===== config.mk =====
export PLATFORM = sky130hd
export DESIGN_NAME = sspc_top
export DESIGN_NICKNAME = d
export VERILOG_FILES = /design/src/rtl/sspc_pkg.sv /design/src/rtl/sspc_if.sv /design/src/rtl/sspc_wb_slave.sv /design/src/rtl/sspc_pin_mux.sv /design/src/rtl/sspc_top.sv
export VERILOG_INCLUDE_DIRS = /design/src /design/src/rtl
export SDC_FILE = /design/constraint.sdc
export NUM_CORES = 1
export LEC_CHECK = 0
export BUFFER_PORTS_ARGS = -buffer_cell sky130_fd_sc_hd__buf_4
export CAP_MARGIN = 30
export CELL_PAD_IN_SITES_DETAIL_PLACEMENT = 0
export CELL_PAD_IN_SITES_GLOBAL_PLACEMENT = 1
export CORE_UTILIZATION = 40
export CTS_BUF_LIST = sky130_fd_sc_hd__clkbuf_8 sky130_fd_sc_hd__clkbuf_16
export DETAILED_ROUTE_END_ITERATION = 8
export GPL_TIMING_DRIVEN = 0
export PLACE_DENSITY_LB_ADDON = 0.05
export SYNTH_ARGS = -nofsm -noshare
export SYNTH_HDL_FRONTEND = slang
export SYNTH_SLANG_ARGS = --single-unit

===== constraint.sdc =====
create_clock -name clk -period 3.85 [get_ports clk]
set_input_delay 0.385 -clock clk [delete_from_list [all_inputs] [get_ports clk]]
set_output_delay 0.385 -clock clk [all_outputs]
set_load 0.02 [all_outputs]

===== src/rtl/sspc_cfg.svh =====
// Offsets, field positions, reset values and divider counts of the serial port control block.
`ifndef SSPC_CFG_SVH
`define SSPC_CFG_SVH
`define SSPC_OFS_CTRL    8'h00
`define SSPC_OFS_DATA    8'h04
`define SSPC_OFS_ISTAT   8'h08
`define SSPC_OFS_IEN     8'h0C
`define SSPC_OFS_ICLR    8'h10
`define SSPC_OFS_PINCFG  8'h14
`define SSPC_OFS_PINLVL  8'h18
`define SSPC_BIT_WRITE_COLLISION_FLAG    7
`define SSPC_BIT_OVF     6
`define SSPC_BIT_EN      5
`define SSPC_BIT_CKP     4
`define SSPC_CTRL_RST    8'h00
`define SSPC_PINCFG_RST  8'h00
`define SSPC_IRQ_DONE    0
`define SSPC_IRQ_WRITE_COLLISION_FLAG    1
`define SSPC_IRQ_OVF     2
`define SSPC_MODE_SPIM4  4'h0
`define SSPC_MODE_SPIM16 4'h1
`define SSPC_MODE_SPIM64 4'h2
`define SSPC_MODE_SPISS  4'h4
`define SSPC_MODE_SPISN  4'h5
`define SSPC_MODE_I2CM   4'h8
`define SSPC_MODE_I2CFM  4'hB
`define SSPC_HALF_DIV4   6'h02
`define SSPC_HALF_DIV16  6'h08
`define SSPC_HALF_DIV64  6'h20
`define SSPC_PIN_SCK     0
`define SSPC_PIN_SDO     1
`define SSPC_PIN_SDI     2
`define SSPC_PIN_SS      3
`endif


===== src/rtl/sspc_pkg.sv =====
// Types shared by the serial port control modules.
package sspc_pkg;
  typedef enum logic [2:0] {PR_OFF, PR_SPIM, PR_SPIS, PR_I2CS, PR_I2CM} sspc_proto_type;
  typedef enum logic [1:0] {MS_IDLE, MS_SETUP, MS_HOLD} sspc_mst_state_type;
endpackage


===== src/rtl/sspc_if.sv =====
// Internal register access channel between the bus slave and the core.
interface sspc_if;
  logic       wrEn;
  logic       rdEn;
  logic [7:0] addr;
  logic [7:0] wdata;
  logic [7:0] rdata;
  modport bus
  (
    output wrEn,
    output rdEn,
    output addr,
    output wdata,
    input  rdata
  );
  modport core
  (
    input  wrEn,
    input  rdEn,
    input  addr,
    input  wdata,
    output rdata
  );
endinterface


===== src/rtl/sspc_wb_slave.sv =====
// Classic Wishbone slave that turns bus cycles into register strobes.
module sspc_wb_slave #(
  parameter int ADDR_W = 8
) (
  // Clock and reset.
  input  wire logic              clk,
  input  wire logic              rstSyncN,
  // Wishbone.
  input  wire logic              cyc,
  input  wire logic              stb,
  input  wire logic              we,
  input  wire logic [ADDR_W-1:0] adr,
  input  wire logic [3:0]        sel,
  input  wire logic [31:0]       wrData,
  output logic                   ack,
  output logic [31:0]            rdData,
  // Register channel.
  sspc_if.bus                    regs
);
  logic ack_ff;
  logic [31:0] rdData_ff;

  assign ack = ack_ff;
  assign rdData = rdData_ff;
  assign regs.addr = adr[7:0];
  assign regs.wdata = wrData[7:0];
  assign regs.wrEn = cyc && stb && we && ack_ff && sel[0];
  assign regs.rdEn = cyc && stb && !we && ack_ff;

  // Acknowledge one cycle after the request is seen.
  always_ff @(posedge clk or negedge rstSyncN)
  begin
    if (!rstSyncN)
      ack_ff <= 1'b0;
    else
      ack_ff <= cyc && stb && !ack_ff;
  end

  // Capture read data with the acknowledge.
  always_ff @(posedge clk or negedge rstSyncN)
  begin
    if (!rstSyncN)
      rdData_ff <= 32'h00000000;
    else if (cyc && stb && !ack_ff)
      rdData_ff <= {24'h000000, regs.rdata};
  end
endmodule


===== src/rtl/sspc_pin_mux.sv =====
// Registered pin multiplexer between the general-purpose port and the serial logic.
`include "sspc_cfg.svh"
module sspc_pin_mux #(
  parameter int NPINS = 4
) (
  // Clock and reset.
  input  wire logic                    clk,
  input  wire logic                    rstSyncN,
  // Selection.
  input  wire sspc_pkg::sspc_proto_type proto,
  // Serial side.
  input  wire logic [NPINS-1:0]        serOut,
  input  wire logic [NPINS-1:0]        serOe,
  // Port side.
  input  wire logic [NPINS-1:0]        gpioOut,
  input  wire logic [NPINS-1:0]        gpioOe,
  // Pads.
  output logic [NPINS-1:0]             pinOut,
  output logic [NPINS-1:0]             pinOe
);
  import sspc_pkg::*;

  if (NPINS != 4)
  begin : gBadPins
    $error("sspc_pin_mux supports exactly four pins");
  end

  for (genvar i = 0; i < NPINS; i++)
  begin : gPin
    localparam bit I2C_PIN = (i == `SSPC_PIN_SCK) || (i == `SSPC_PIN_SDI);
    always_ff @(posedge clk or negedge rstSyncN)
    begin
      if (!rstSyncN)
      begin
        pinOut[i] <= 1'b0;
        pinOe[i] <= 1'b0;
      end
      else if (proto == PR_SPIM || proto == PR_SPIS)
      begin
        pinOut[i] <= serOut[i];
        pinOe[i] <= gpioOe[i];
      end
      else if ((proto == PR_I2CS || proto == PR_I2CM) && I2C_PIN)
      begin
        pinOut[i] <= 1'b0;
        pinOe[i] <= serOe[i];
      end
      else
      begin
        pinOut[i] <= gpioOut[i];
        pinOe[i] <= gpioOe[i];
      end
    end
  end
endmodule


===== src/rtl/sspc_top.sv =====
// Control register, shifter and pin hand-over of the synchronous serial port.
// Functional notes
// - SPI slave: write while shifting sets collision.
// - SPI slave: full buffer overflows, byte dropped.
// - SPI master never overflows; I2C overflows too.
// - Enabled SPI drives four pin levels; port setting keeps the enables.
// - Enabled I2C hands data, clock over.
// - Disabled port returns pins to port.
// - Polarity bit sets SPI idle clock level.
// - I2C slave stretches clock while bit clear.
// - Mode zero: SPI master, clock divided four.
//
// Decided for this implementation: the placing of the registers and the Wishbone register port.
`include "sspc_cfg.svh"
module sspc_top #(
  parameter int ADDR_W = 8
) (
  // Clock and reset.
  input  wire logic              clk,
  input  wire logic              rstn,
  // Wishbone.
  input  wire logic              cyc,
  input  wire logic              stb,
  input  wire logic              we,
  input  wire logic [ADDR_W-1:0] adr,
  input  wire logic [3:0]        sel,
  input  wire logic [31:0]       wrData,
  output logic                   ack,
  output logic [31:0]            rdData,
  // Pins.
  input  wire logic [3:0]        pinIn,
  output logic [3:0]             pinOut,
  output logic [3:0]             pinOe,
  // Interrupt.
  output logic                   irq
);
  import sspc_pkg::*;

  if (ADDR_W < 8)
  begin : gBadAddr
    $error("sspc_top needs at least eight address bits");
  end

  logic [1:0]         rstPipe_ff;
  logic [3:0]         mode_ff, bitCnt_ff, pinPrev_ff, gpioOut_ff, gpioOe_ff, serOut, serOe;
  logic [5:0]         divCnt_ff, halfDiv;
  logic [7:0]         rxBuf_ff, shift_ff, newByte;
  logic [2:0]         irqStat_ff, irqEn_ff, irqEvents;
  logic               rstSyncN, en_ff, ckp_ff, write_collision_flag_ff, ovf_ff, rxFull_ff, sample_ff, i2cBusy_ff, irq_ff, ctrlWr;
  logic               dataWr, dataRd, divEnd, mLead, mTrail, slaveSel, sckEdge, sLead, sTrail, spiLead, spiTrail;
  logic               slaveBusy, sclRise, i2cStart, i2cStop, i2cBit, byteDone, wcolSet, ovfSet, loadTx;
  sspc_mst_state_type mstState_ff;
  sspc_proto_type     proto;

  sspc_if regBus ();

  // Reset release through two flip-flops.
  always_ff @(posedge clk or negedge rstn)
  begin
    if (!rstn)
      rstPipe_ff <= 2'h0;
    else
      rstPipe_ff <= {rstPipe_ff[0], 1'b1};
  end
  assign rstSyncN = rstPipe_ff[1];

  sspc_wb_slave #(
    .ADDR_W (ADDR_W)
  ) uBus (
    .clk      (clk),
    .rstSyncN (rstSyncN),
    .cyc      (cyc),
    .stb      (stb),
    .we       (we),
    .adr      (adr),
    .sel      (sel),
    .wrData   (wrData),
    .ack      (ack),
    .rdData   (rdData),
    .regs     (regBus.bus)
  );

  assign ctrlWr = regBus.wrEn && (regBus.addr == `SSPC_OFS_CTRL);
  assign dataWr = regBus.wrEn && (regBus.addr == `SSPC_OFS_DATA);
  assign dataRd = regBus.rdEn && (regBus.addr == `SSPC_OFS_DATA);

  // Protocol and role from the enable bit and mode field.
  always_comb
  begin
    proto = PR_OFF;
    halfDiv = `SSPC_HALF_DIV4;
    if (en_ff)
    begin
      case (mode_ff)
        `SSPC_MODE_SPIM4: proto = PR_SPIM;
        `SSPC_MODE_SPIM16:
        begin
          proto = PR_SPIM;
          halfDiv = `SSPC_HALF_DIV16;
        end
        `SSPC_MODE_SPIM64:
        begin
          proto = PR_SPIM;
          halfDiv = `SSPC_HALF_DIV64;
        end
        `SSPC_MODE_SPISS, `SSPC_MODE_SPISN: proto = PR_SPIS;
        `SSPC_MODE_I2CM, `SSPC_MODE_I2CFM: proto = PR_I2CM;
        default: proto = (mode_ff[2:1] == 2'b11) ? PR_I2CS : PR_OFF;
      endcase
    end
  end

  // Master clock phases.
  assign divEnd = (divCnt_ff == halfDiv - 6'h01);
  assign mLead = (mstState_ff == MS_SETUP) && divEnd;
  assign mTrail = (mstState_ff == MS_HOLD) && divEnd;

  // Slave clock edges relative to the idle level.
  assign slaveSel = (mode_ff == `SSPC_MODE_SPISN) || !pinIn[`SSPC_PIN_SS];
  assign sckEdge = slaveSel && (pinIn[`SSPC_PIN_SCK] != pinPrev_ff[`SSPC_PIN_SCK]);
  assign sLead = sckEdge && (pinIn[`SSPC_PIN_SCK] != ckp_ff);
  assign sTrail = sckEdge && (pinIn[`SSPC_PIN_SCK] == ckp_ff);
  assign spiLead = ((proto == PR_SPIM) && mLead) || ((proto == PR_SPIS) && sLead);
  assign spiTrail = ((proto == PR_SPIM) && mTrail) || ((proto == PR_SPIS) && sTrail);
  assign slaveBusy = (bitCnt_ff != 4'h0) || (slaveSel && (pinIn[`SSPC_PIN_SCK] != ckp_ff));

  // I2C bus conditions.
  assign sclRise = pinIn[`SSPC_PIN_SCK] && !pinPrev_ff[`SSPC_PIN_SCK];
  assign i2cStart = pinIn[`SSPC_PIN_SCK] && pinPrev_ff[`SSPC_PIN_SCK]
                    && pinPrev_ff[`SSPC_PIN_SDI] && !pinIn[`SSPC_PIN_SDI];
  assign i2cStop = pinIn[`SSPC_PIN_SCK] && pinPrev_ff[`SSPC_PIN_SCK]
                   && !pinPrev_ff[`SSPC_PIN_SDI] && pinIn[`SSPC_PIN_SDI];
  assign i2cBit = (proto == PR_I2CS || proto == PR_I2CM) && i2cBusy_ff && sclRise && !i2cStart;

  assign byteDone = (spiTrail || i2cBit) && (bitCnt_ff == 4'h7);
  assign newByte = spiTrail ? {shift_ff[6:0], sample_ff} : {shift_ff[6:0], pinIn[`SSPC_PIN_SDI]};

  // Collision detection on buffer writes.
  always_comb
  begin
    wcolSet = 1'b0;
    case (proto)
      PR_SPIS: wcolSet = dataWr && slaveBusy;
      PR_SPIM: wcolSet = dataWr && (mstState_ff != MS_IDLE);
      PR_I2CM: wcolSet = dataWr && i2cBusy_ff;
      default: wcolSet = 1'b0;
    endcase
  end

  assign ovfSet = byteDone && rxFull_ff && !dataRd && (proto != PR_SPIM);
  assign loadTx = dataWr && !wcolSet && (proto == PR_SPIM || proto == PR_SPIS);

  // Control register; hardware set wins over software clear.
  always_ff @(posedge clk or negedge rstSyncN)
  begin
    if (!rstSyncN)
    begin
      en_ff <= 1'(`SSPC_CTRL_RST >> `SSPC_BIT_EN);
      ckp_ff <= 1'b0;
      mode_ff <= 4'h0;
      write_collision_flag_ff <= 1'b0;
      ovf_ff <= 1'b0;
    end
    else
    begin
      if (ctrlWr)
      begin
        en_ff <= regBus.wdata[`SSPC_BIT_EN];
        ckp_ff <= regBus.wdata[`SSPC_BIT_CKP];
        mode_ff <= regBus.wdata[3:0];
      end
      write_collision_flag_ff <= wcolSet || (write_collision_flag_ff && !(ctrlWr && !regBus.wdata[`SSPC_BIT_WRITE_COLLISION_FLAG]));
      ovf_ff <= ovfSet || (ovf_ff && !(ctrlWr && !regBus.wdata[`SSPC_BIT_OVF]));
    end
  end

  // Receive buffer.
  always_ff @(posedge clk or negedge rstSyncN)
  begin
    if (!rstSyncN)
    begin
      rxBuf_ff <= 8'h00;
      rxFull_ff <= 1'b0;
    end
    else if (byteDone && !ovfSet)
    begin
      rxBuf_ff <= newByte;
      rxFull_ff <= 1'b1;
    end
    else if (dataRd)
      rxFull_ff <= 1'b0;
  end

  // Shift register and bit counter.
  always_ff @(posedge clk or negedge rstSyncN)
  begin
    if (!rstSyncN)
    begin
      shift_ff <= 8'h00;
      bitCnt_ff <= 4'h0;
      sample_ff <= 1'b0;
    end
    else if (proto == PR_OFF)
      bitCnt_ff <= 4'h0;
    else if (loadTx)
    begin
      shift_ff <= regBus.wdata;
      bitCnt_ff <= 4'h0;
    end
    else if (spiLead)
      sample_ff <= pinIn[`SSPC_PIN_SDI];
    else if (spiTrail)
    begin
      shift_ff <= newByte;
      bitCnt_ff <= (bitCnt_ff == 4'h7) ? 4'h0 : bitCnt_ff + 4'h1;
    end
    else if (i2cStart)
      bitCnt_ff <= 4'h0;
    else if (i2cBit)
    begin
      if (bitCnt_ff == 4'h8)
        bitCnt_ff <= 4'h0;
      else
      begin
        shift_ff <= newByte;
        bitCnt_ff <= bitCnt_ff + 4'h1;
      end
    end
  end

  always_ff @(posedge clk or negedge rstSyncN)
  begin
    if (!rstSyncN)
    begin
      mstState_ff <= MS_IDLE;
      divCnt_ff <= 6'h00;
    end
    else if (proto != PR_SPIM)
    begin
      mstState_ff <= MS_IDLE;
      divCnt_ff <= 6'h00;
    end
    else
    begin
      case (mstState_ff)
        MS_IDLE:
          if (loadTx)
            mstState_ff <= MS_SETUP;
        MS_SETUP, MS_HOLD:
        begin
          divCnt_ff <= divEnd ? 6'h00 : divCnt_ff + 6'h01;
          if (divEnd && mstState_ff == MS_SETUP)
            mstState_ff <= MS_HOLD;
          else if (divEnd)
            mstState_ff <= (bitCnt_ff == 4'h7) ? MS_IDLE : MS_SETUP;
        end
        default: mstState_ff <= MS_IDLE;
      endcase
    end
  end

  // Pin history and I2C bus busy tracking.
  always_ff @(posedge clk or negedge rstSyncN)
  begin
    if (!rstSyncN)
    begin
      pinPrev_ff <= 4'hF;
      i2cBusy_ff <= 1'b0;
    end
    else
    begin
      pinPrev_ff <= pinIn;
      if (proto != PR_I2CS && proto != PR_I2CM)
        i2cBusy_ff <= 1'b0;
      else if (i2cStart)
        i2cBusy_ff <= 1'b1;
      else if (i2cStop)
        i2cBusy_ff <= 1'b0;
    end
  end

  // Serial drive towards the pin multiplexer.
  always_comb
  begin
    serOut = 4'h0;
    serOe = 4'h0;
    serOut[`SSPC_PIN_SCK] = ckp_ff ^ (mstState_ff == MS_HOLD);
    serOut[`SSPC_PIN_SDO] = shift_ff[7];
    serOe[`SSPC_PIN_SCK] = (proto == PR_I2CS) && !ckp_ff;
  end

  always_ff @(posedge clk or negedge rstSyncN)
  begin
    if (!rstSyncN)
    begin
      gpioOut_ff <= 4'(`SSPC_PINCFG_RST);
      gpioOe_ff <= 4'h0;
    end
    else if (regBus.wrEn && regBus.addr == `SSPC_OFS_PINCFG)
    begin
      gpioOut_ff <= regBus.wdata[3:0];
      gpioOe_ff <= regBus.wdata[7:4];
    end
  end

  sspc_pin_mux #(
    .NPINS (4)
  ) uPins (
    .clk      (clk),
    .rstSyncN (rstSyncN),
    .proto    (proto),
    .serOut   (serOut),
    .serOe    (serOe),
    .gpioOut  (gpioOut_ff),
    .gpioOe   (gpioOe_ff),
    .pinOut   (pinOut),
    .pinOe    (pinOe)
  );

  // Interrupt status, enable and clear.
  assign irqEvents = {ovfSet, wcolSet, byteDone};
  always_ff @(posedge clk or negedge rstSyncN)
  begin
    if (!rstSyncN)
    begin
      irqStat_ff <= 3'h0;
      irqEn_ff <= 3'h0;
      irq_ff <= 1'b0;
    end
    else
    begin
      if (regBus.wrEn && regBus.addr == `SSPC_OFS_ICLR)
        irqStat_ff <= (irqStat_ff & ~regBus.wdata[2:0]) | irqEvents;
      else
        irqStat_ff <= irqStat_ff | irqEvents;
      if (regBus.wrEn && regBus.addr == `SSPC_OFS_IEN)
        irqEn_ff <= regBus.wdata[2:0];
      irq_ff <= |(irqStat_ff & irqEn_ff);
    end
  end
  assign irq = irq_ff;

  // Register read multiplexer.
  always_comb
  begin
    case (regBus.addr)
      `SSPC_OFS_CTRL: regBus.rdata = {write_collision_flag_ff, ovf_ff, en_ff, ckp_ff, mode_ff};
      `SSPC_OFS_DATA: regBus.rdata = rxBuf_ff;
      `SSPC_OFS_ISTAT: regBus.rdata = {5'h00, irqStat_ff};
      `SSPC_OFS_IEN: regBus.rdata = {5'h00, irqEn_ff};
      `SSPC_OFS_PINCFG: regBus.rdata = {gpioOe_ff, gpioOut_ff};
      `SSPC_OFS_PINLVL: regBus.rdata = {4'h0, pinIn};
      default: regBus.rdata = 8'h00;
    endcase
  end
endmodule


* Yosys cells after proc, flatten, opt, wreduce, memory -nomap -nowiden
Index checks and enable logic that the tools add are counted.
** Storage, ports and cells
- Bits in registers :: 76
- Bits of input ports :: 53
** Operators by class
- Equal/unequal tests :: 34
- Add/sub/neg operators :: 3
- Mux-type cells :: 47
- Bitwise gates (word level) :: 8
- Reduce and logical (&&, ||, !) cells :: 92
** Operators by type and width (number)
- 1-bit logical AND :: 48
- 8-bit 2-to-1 mux :: 6
- 8-bit one-hot mux with 6 select lines :: 1
- 4-bit 2-to-1 mux :: 8
- 8-bit by 5-bit equality test with 1-bit output (second input constant) :: 3
- 6-bit 2-to-1 mux :: 4
- 1-bit 2-to-1 mux :: 17
- 8-bit by 4-bit equality test with 1-bit output (second input constant) :: 2
- 1-bit zero test :: 15
- 4-bit by 3-bit equality test with 1-bit output (second input constant) :: 3
- 4-bit equality test (second input constant) :: 3
- 6-bit one-hot mux with 2 select lines :: 1
- 2-bit 2-to-1 mux :: 5
- 1-bit logical OR :: 9
- 3-bit inequality test (second input constant) :: 3
- 3-bit one-hot mux with 3 select lines :: 1
- 8-bit by 3-bit equality test with 1-bit output (second input constant) :: 1
- 8-bit zero test :: 1
- 6-bit by 1-bit adder with 6-bit output (second input constant) :: 1
- 3-bit bitwise AND :: 2
- 3-bit by 2-bit equality test with 1-bit output (second input constant) :: 2
- 6-bit equality test :: 1
- 3-bit 2-to-1 mux :: 2
- 3-bit by 1-bit inequality test with 1-bit output (second input constant) :: 2
- 31 further kinds :: 43

* Longest topological paths before layout
Gate-level depths: netlist of run 1.
- Depth in word-level cells :: 17
- Gate-level depth with buffers :: 12
- Mapped depth without buffers :: 10

* Hierarchy
From an unflattened synthesis of run 1, not the netlist that was laid out.
** Second synthesis, totals
- Cell total of the unflattened synthesis :: 438
- Area, all modules :: 4433.0 um^2
** Modules (own cells, without submodules)
- sspc_top :: cells each 339, seq. area each 1453.9 um^2, area each 3335.7 um^2, times used 1
- sspc_wb_slave :: cells each 64, seq. area each 225.2 um^2, area each 659.4 um^2, times used 1
- sspc_pin_mux :: cells each 35, seq. area each 200.2 um^2, area each 437.9 um^2, times used 1

* Worst setup path before layout of run 1
Ideal clock, no wire load.
- Kind :: register -> register
- Start :: register mode_ff[0]
- End :: register rxBuf_ff[0]
- Setup time :: 125 ps
- Path buffers :: 1
- Stages on the path, launching flop included :: 12
- Slack :: 954 ps
- Data arrival time :: 2771 ps
- Data required time :: 3725 ps
- Cells stage by stage :: dfrtp_1 > buf_2 > xor2_1 > and2_4 > ha_1 > or3_1 > a22oi_1 > nand2b_1 > a41o_2 > o21ai_2 > nor2_2 > mux2_2
** On the way
- Longest elaborated chain between the ends :: 16
- Elaborated cells between the ends (all ways) :: 40
- Classes of those cells :: add/sub (1); eq/ne (12); mux (5); reduce/logical (22)
** Ends and longest elaborated chain
- start, declared :: line sspc_top.sv:45 : logic [3:0] mode_ff, bitCnt_ff, pinPrev_ff, gpioOut_ff, gpioOe_ff, serOut, serOe;
- start signal, assigned :: line sspc_top.sv:170 : mode_ff <= regBus.wdata[3:0];
- parallel branches: the longest is 16 deep, another holds 6-bit by 1-bit subtractor with 6-bit output
- end signal, assigned :: line sspc_top.sv:187 : rxBuf_ff <= newByte;
- end, declared :: line sspc_top.sv:47 : logic [7:0] rxBuf_ff, shift_ff, newByte;
Parallel ways; which one is timed is not known.
A chain may end at the register's enable or synchronous reset.

* Final worst setup path of run 1
- Start :: register mode_ff[2]
- End :: register rxBuf_ff[3]
** On the way
- Longest elaborated chain between the ends :: 16
- Elaborated cells between the ends (all ways) :: 41
- Classes of those cells :: add/sub (1); eq/ne (13); mux (5); reduce/logical (22)
** Ends and longest elaborated chain
- parallel branches: the longest is 15 deep, another holds 6-bit by 1-bit subtractor with 6-bit output
- 1-bit logical AND (*) :: line sspc_top.sv:185 : else if (byteDone && !ovfSet)
Mark *: on every way between the ends.

==> results of run 1 <==
-- area by class of cell --
type,instances,area share [%]
flip-flops and latches,75,39.24
multi-input cells,285,40.10
clock buffers,9,2.581
well taps,133,3.468
inverters,11,0.8605
repair buffers,45,7.458
plain buffers,33,4.720
clock inverters,7,1.565
-- Yosys cell counts (all sizes together) (5+ instances only) --
master and count:
a21oi 8, a222oi 5, buf 29, dfrtp 73, ha 10, inv 11
mux2 30, mux2i 11, nand2 52, nand3 10, nor2 19, nor2b 6
nor3 7, o21ai 27
-- critical path: cells and delay by family, from the launching register on --
| kind | cells | cell delay (ns) |
|---|---|---|
| compound gates | 3 | 0.58 |
| simple gates | 5 | 1.57 |
| flops | 1 | 0.51 |
| mux | 1 | 0.40 |
| fa+ha+maj | 1 | 0.23 |
-- registers in the layout, indices dropped and copies added (netlist names), 4 cells and up --
| register | count |
|---|---|
| gpioOe_ff | 4 |
| shift_ff | 8 |
| gpioOut_ff | 4 |
| bitCnt_ff | 4 |
| uPins.pinOut | 4 |
| mode_ff | 4 |
| divCnt_ff | 6 |
| rxBuf_ff | 8 |
| uPins.pinOe | 4 |
| uBus.rdData | 8 |
-- metrics by stage --
stage          cells  power [mW]  setup slack (ns)  util (%)  instance area, sq um
2_1_floorplan    404      0.9225            0.9541         -                  4071
3_3_place_gp     579      0.9673            0.5369     46.80                  4553
3_5_place_dp     581      0.9733            0.4983     47.17                  4589
4_1_cts          598       1.604            0.4764     49.32                  4798
5_1_grt          598       1.649            0.2021     49.32                  4798
6_report         598       1.584            0.4562     49.32                  4798
-- final timing paths --
path,from,end,slack (ns),cells past startpoint
max in group asynchronous,rstPipe_ff[1]$_DFF_PN0_,pinPrev_ff[0]$_DFF_PN1_,3.01,1
hold reg to reg,rstPipe_ff[1]$_DFF_PN0_,ckp_ff$_DFFE_PN0P_,0.23,0
setup reg to reg,mode_ff[2]$_DFFE_PN0P_,rxBuf_ff[3]$_DFFE_PN0P_,0.46,10
hold / removal,pinIn[2],pinPrev_ff[2]$_DFF_PN1_,0.17,1
setup / recovery,mode_ff[2]$_DFFE_PN0P_,rxBuf_ff[3]$_DFFE_PN0P_,0.46,10
min in group asynchronous,rstPipe_ff[1]$_DFF_PN0_,ckp_ff$_DFFE_PN0P_,0.23,0
-- power breakdown --
part	switching, mW	leakage [nW]	total (mW)	internal, mW
registers	0.0214	1.03	0.832	0.810
clock network	0.322	0.104	0.627	0.304
logic	0.0690	1.26	0.126	0.0568
total	0.413	2.39	1.58	1.17
-- logic make-up (layout without fill, tap and decap cells) --
kind of cell / count (synthesis) / after routing
xor+xnor: 6 / 6
simple gates: 129 / 129
buf+inv: 44 / 105
flops: 75 / 75
other cells: 2 / 25
compound gates: 74 / 74
fa+ha+maj: 10 / 10
mux: 41 / 41
-- metal layers --
metal	share of wire [%]	global-route usage, %	vias to the layer above
met5	0	0	-
met4	0.75	4.615	0
met3	4.7	4.514	7
met2	45	31.70	72
met1	49	29.21	1462
li1	-	-	1473
==> run summary, run 1 <==
For the wire length of the first global-routing pass, the log shows 15.68 mm. Summing all flip-flop and latch instances after layout gives 0.001883 sq mm. For the CTS buffer count, the log shows 9. Synthesis instantiated 62 different standard cells from the library. The critical path is of the flip-flop to flip-flop type. The starting utilization of the core area was 40.96%; the post-synthesis adder-cell area fraction was 3.140%.

The clock passes through at most 2 buffers. Dividing the detail-routed via count by the number of cells gives 5.040. The run gives 1 as the cts-stage hold buffer count. The die is 101.8 um wide. The element type at the critical path end is a flip-flop. In the synthesized netlist the async set-or-reset flop fraction comes to 100.0%. The mean instance size in the synthesized netlist is 10.46 sq um, and the sum of net half-perimeters after detailed placement is 7.149 mm. Last weighted congestion value of the routability-driven placer: 0.8014.

The top-area cell type share of the netlist area works out to 45.84%. After clock tree synthesis, the setup repair step added 0 buffers. After the last flow step, the layout net total stands at 523. Standard cell with the maximum stage delay on the critical path: sky130_fd_sc_hd__dfrtp_1.

The power density over the cells is 330.1 mW/mm^2. The run gives 0 as the number of hold violations in the final report. The count of maximum capacitance violations is 0, and the worst voltage drop across the vdd grid is 0.1805 mV. Ratio of final minimum period to clock period: 88.15%. TritonCTS built the clock tree. Leaving out fill and tap cells, the most frequent cells in the layout are sky130_fd_sc_hd__dfrtp_1 (72), sky130_fd_sc_hd__buf_4 (66), sky130_fd_sc_hd__nand2_1 (52).

The clock transition time at the flip-flop clock pins of the worst setup and hold paths was 0.09 ns. The mapped netlist covers 0.003985 sq mm. In this run the remaining antenna-violating nets after routing total 0.

Main combinational cell family by area after synthesis: simple AND/OR/NAND/NOR gates. The number of antenna diodes in the final layout is 0. The die is 101.8 um tall. The flow ran to the end, and the final reports show no timing, DRC or antenna violations.

Leftover overflow at the end of global routing: 0. The buffer cell driving the clock tree root is sky130_fd_sc_hd__clkbuf_8. The signal on the critical path passes through nor3b_4 > nand3b_1 > ha_1 > or3_1 > a22oi_1 > nand2b_1 > a41o_2 > o21ai_2 > nor2_2 > mux2_2. The core area came out at 0.009729 sq mm. The analysis attributes to cell leakage a power of 2.388 nW. Row generation in the floorplan step produced 36 rows. The die covers 0.01037 sq mm. The worst slack on hold paths is 0.1708 ns.

For the fmax, the log shows 294.7 MHz. In the synthesized netlist, mux cells make up 11.33% of the area. The clock network latency to the later pin of the worst-skew pair came out at 0.36 ns. After synthesis, flip-flops and latches occupy 47.16% of the total area. Measured against its own limit, the worst slew margin works out to 41.70%. The pre-antenna-repair detailed-routing pass consisted of 4 iterations. Summing the areas of all compound-gate instances in the mapped netlist gives 13.12% of the synthesized area. The clock net in this run drives a total of 75 sinks. The logs give 0 for the final-report setup violation count and 4.09 ns for the required arrival time at the worst endpoint. Post-synthesis share of cell area spent on and, or, nand and nor gates: 17.02%. Global routing used 20.39% of the available tracks. The detail-routed net length per standard cell came out at 16.15 um.

The via total after detailed routing is 3014, and the setup skew after layout is 0.01156 ns. Yosys printed 0 warnings. STA puts the critical path data arrival time at 3.64 ns. The post-route setup TNS was 0 ns. The element type at the critical path start is a flip-flop. Entering global routing, the biggest net connects 53 pins. Along the worst path, the maximum fanout reaches 8.

Fill cells in the final layout number 953. For this run, design rule violations remaining after detail routing come to 0. Compared with the post-synthesis result, the final layout area differs by 20.41%. The tools report the initial antenna violation count as 0. The run gives 3 as the maximum level of the CTS H-tree. The share of layout cells above drive strength 1 was 29.03%; the delay of the slowest cell on the worst path was 0.51 ns. The cell taking the most area after synthesis was sky130_fd_sc_hd__dfrtp_1. The synthesized design contains 75 register bits.

The run gives 9.655 mm as the wire length after detailed routing. The flip-flop cell with the highest count after synthesis is sky130_fd_sc_hd__dfrtp_1. For the number of gates resized after cts, the log shows 0.

The commonest non-fill, non-tap cell in the layout was sky130_fd_sc_hd__dfrtp_1. The number of pins with negative max-slew slack in the final report is 0, and the share of the synthesized netlist area taken by xor and xnor gates is 1.319%. Ranked by total cell area, the synthesized netlist is headed by sky130_fd_sc_hd__dfrtp_1 (46%), sky130_fd_sc_hd__mux2_2 (7.9%), sky130_fd_sc_hd__nand2_1 (4.9%). Counting flops with a built-in enable in the synthesized netlist gives 0. Port buffer count: 42. Setup repair after global routing left no endpoint under its margin. The final critical path time including I/O delays and setup was 3.394 ns. The path category of the worst min-delay check is input port to flip-flop. For the pin with the worst max-slew slack, the measured transition is 0.8698 ns.

During I/O placement, the number of pins put on the boundary was 95. In this run, the number of DRC markers left after iteration 0 of detailed routing was 150. Summing all multi-input logic gate instances after layout gives 0.001924 sq mm. The via count of the first global-routing pass came out at 2864. Instance count of the mapped netlist: 381.
Power figures use the tool's default switching activity.
==> run 2: changes to the inputs <==
Settings changed: CORE_UTILIZATION 40 to 35.
==> run 2 against run 1 <==
Power is 14% higher. Worst setup slack better by 0.014 ns. Clock power is 36% higher. Count of clock-buffer cells in the layout stayed put. Via count is 0.13% higher. Register-to-register slack hardly changed. Clock skew is 0.0024 ns lower. Final cell count is 1.2% higher. Critical endpoint is now rxBuf_ff[2]$_DFFE_PN0P_. Highest routed layer unchanged.
==> run summary, run 2 (synthesis gave the netlist of run 1 again) <==
The tools report the number of pins with negative max-slew slack in the final report as 0. Pin placement for this block handled 95 I/O pins. The run gives 7.304 mm as the sum of net half-perimeters after detailed placement.

The routed layout has 3018 vias. The run gives 9.794 mm as the wire length after detailed routing. Number of DRC markers in iteration 0: 139.

The required arrival time at the worst endpoint was 4.08 ns. For the fmax, the log shows 295.8 MHz. The category of the critical setup timing path was flip-flop to flip-flop. The die boundary height works out to 108.7 um. The most critical setup path has its endpoint at rxBuf_ff[2]$_DFFE_PN0P_.

The total instance count after detailed placement was 588; the floorplan die area was 0.01182 sq mm. Dividing the detail-routed wire length by the instance count gives 16.19 um. The library cell used most frequently in the layout, excluding fill and tap cells, is sky130_fd_sc_hd__dfrtp_1. In this run the horizontal extent of the chip is 108.7 um. The startpoint identified for the worst register-to-register timing path is mode_ff[2]$_DFFE_PN0P_. The first-pass detailed-route iteration total was 7; the transition time at the pin with the least slew margin was 0.9175 ns. Counting cells, the worst reg-to-reg path comes to 10. In this run the critical register-to-register path is captured at rxBuf_ff[2]$_DFFE_PN0P_. Clock-pin slew was measured on the worst setup and hold paths at 0.07 ns. The filler cells instantiated in the layout total 1098. The tools report the clock network latency to the later pin of the worst-skew pair as 0.34 ns.

For this run, design rule violations remaining after detail routing come to 0. Data on the critical path arrives at its endpoint at 3.61 ns. Counting along the longest clock path gives a buffer depth of 2. The worst setup path is captured at a flip-flop.

The number of antenna diodes in the final layout is 0. After global routing the overflow that remains totals 0. For flop-to-flop paths, the worst setup slack is 0.47 ns.

The port buffer count is 42, and the number of gates resized after cts is 0. The worst hold path belongs to the class flip-flop to async pin. Power spread over the standard cell area amounts to 369.1 mW/mm^2. The final-report setup violation count is 0, and the starting utilization of the core area is 36.28%. The post-route antenna net violation count is 0. The overall power consumption is 1.810 mW. The initial antenna violation count was 0; the post-route non-filler standard cell count was 605. Global routing consumed, over all layers together, 18.32% of the routing resources. In this run the worst setup path begins at mode_ff[2]$_DFFE_PN0P_.

The ratio of final minimum period to clock period is 87.80%, and the largest net degree at the start of global routing is 60. The logs give 15.99 mm for the wire length of the first global-routing pass and 0 for the post-CTS setup buffer count. Number of placement rows: 38.

For the final database, setup skew stands at 0.009166 ns. Setup repair after global routing left no endpoint under its margin. For the number of hold violations in the final report, the log shows 0.

The via count of the first global-routing pass came out at 2938. Dividing the detail-routed via count by the number of cells gives 4.988. After layout, the minimum clock period comes to 3.380 ns.

The worst-case IR drop observed on VDD is 0.2350 mV. TritonCTS built the clock tree. For the net count reported at finish, the log shows 523.

The tools report the buffer cell driving the clock tree root as sky130_fd_sc_hd__clkbuf_16. The logs give 2.433 nW for the leakage component of the power and 75 for the sink count of the clock tree. The worst max-slew margin expressed relative to the limit was 38.31%. The top cell types in the final layout, fill and taps aside, are sky130_fd_sc_hd__dfrtp_1 (72), sky130_fd_sc_hd__buf_4 (66), sky130_fd_sc_hd__nand2_1 (52).

The run finished with clean final reports. In this run the worst path has a maximum fanout of 8. In the final layout, the share of cells above drive strength 1 is 29.03%. The tools report the core area as 0.01098 sq mm. CTS built an H-tree with a depth of 3. The cts-stage hold buffer count is 1. The layout-stage area growth over the synthesis result was 23.08%. The congestion estimate from routability-driven global placement came to 0.7783. The element type at the critical path start is a flip-flop. The CTS buffer count is 9. Adding up every negative setup slack in the final design gives 0 ns. The core occupancy in the finished layout was 44.66%.

Max-cap violations in this run came to 0.
## run 2: cell types whose count changed in the layout (fill, tap and decap cells not counted), sizes merged
cell and delta:
bufinv -1, clkinv -4, inv +5
## run 2: metal layers
layer / wire (um) / vias to the layer above / global-route usage [%]
met4: 112 / 0 / 6.467
met3: 460 / 7 / 3.407
li1: - / 1470 / -
met5: 0 / - / 0
met2: 4246 / 72 / 26.81
met1: 4975 / 1469 / 26.87
## run 2: how the worst min path moves through the flow
stage,slack (ns),cells after the start,from,endpoint
2_1_floorplan,0.09,0,rstn,rstPipe_ff[0]$_DFF_PN0_
3_3_place_gp,0.17,1,rstn,rstPipe_ff[0]$_DFF_PN0_
3_5_place_dp,0.17,1,rstn,rstPipe_ff[0]$_DFF_PN0_
4_1_cts,0.18,1,pinIn[2],pinPrev_ff[2]$_DFF_PN1_
5_1_grt,0.18,1,pinIn[2],pinPrev_ff[2]$_DFF_PN1_
6_report,0.19,0,rstPipe_ff[1]$_DFF_PN0_,divCnt_ff[4]$_DFFE_PN0P_
## run 2: power breakdown
group	internal (mW)	switching, mW	leakage (nW)
clock	0.462	0.389	0.149
sequential	0.811	0.0205	1.03
combinational	0.0569	0.0709	1.26
## run 2: cell type report
class | count | area, sq um | area share (%)
clock buffers | 9 | 225.2 | 4.592
inverters | 11 | 41.29 | 0.8418
flip-flops and latches | 75 | 1883 | 38.39
plain buffers | 33 | 226.5 | 4.617
clock inverters | 7 | 71.32 | 1.454
well taps | 140 | 175.2 | 3.571
repair buffers | 45 | 357.8 | 7.296
multi-input cells | 285 | 1924 | 39.23
## run 2: metrics by stage
step	worst slack (ns)	cell area, sq um	hold slack [ns]
floorplan	0.9541	4071	0.08941
global placement	0.5331	4562	0.1679
detailed placement	0.5107	4598	0.1691
CTS	0.4917	4905	0.1834
global route	0.2778	4905	0.1830
finish	0.4697	4905	0.1878
## run 2: worst max-delay path, cell delays in order (launching register included)
cell and delay (ns):
sky130_fd_sc_hd__dfrtp_1 0.50, sky130_fd_sc_hd__nor3b_4 0.33, sky130_fd_sc_hd__nand3b_1 0.12, sky130_fd_sc_hd__ha_1 0.23, sky130_fd_sc_hd__or3_1 0.37, sky130_fd_sc_hd__a22oi_1 0.13, sky130_fd_sc_hd__nand2b_1 0.29, sky130_fd_sc_hd__a41o_2 0.33
sky130_fd_sc_hd__o21ai_2 0.12, sky130_fd_sc_hd__nor2_2 0.46, sky130_fd_sc_hd__mux2_2 0.39
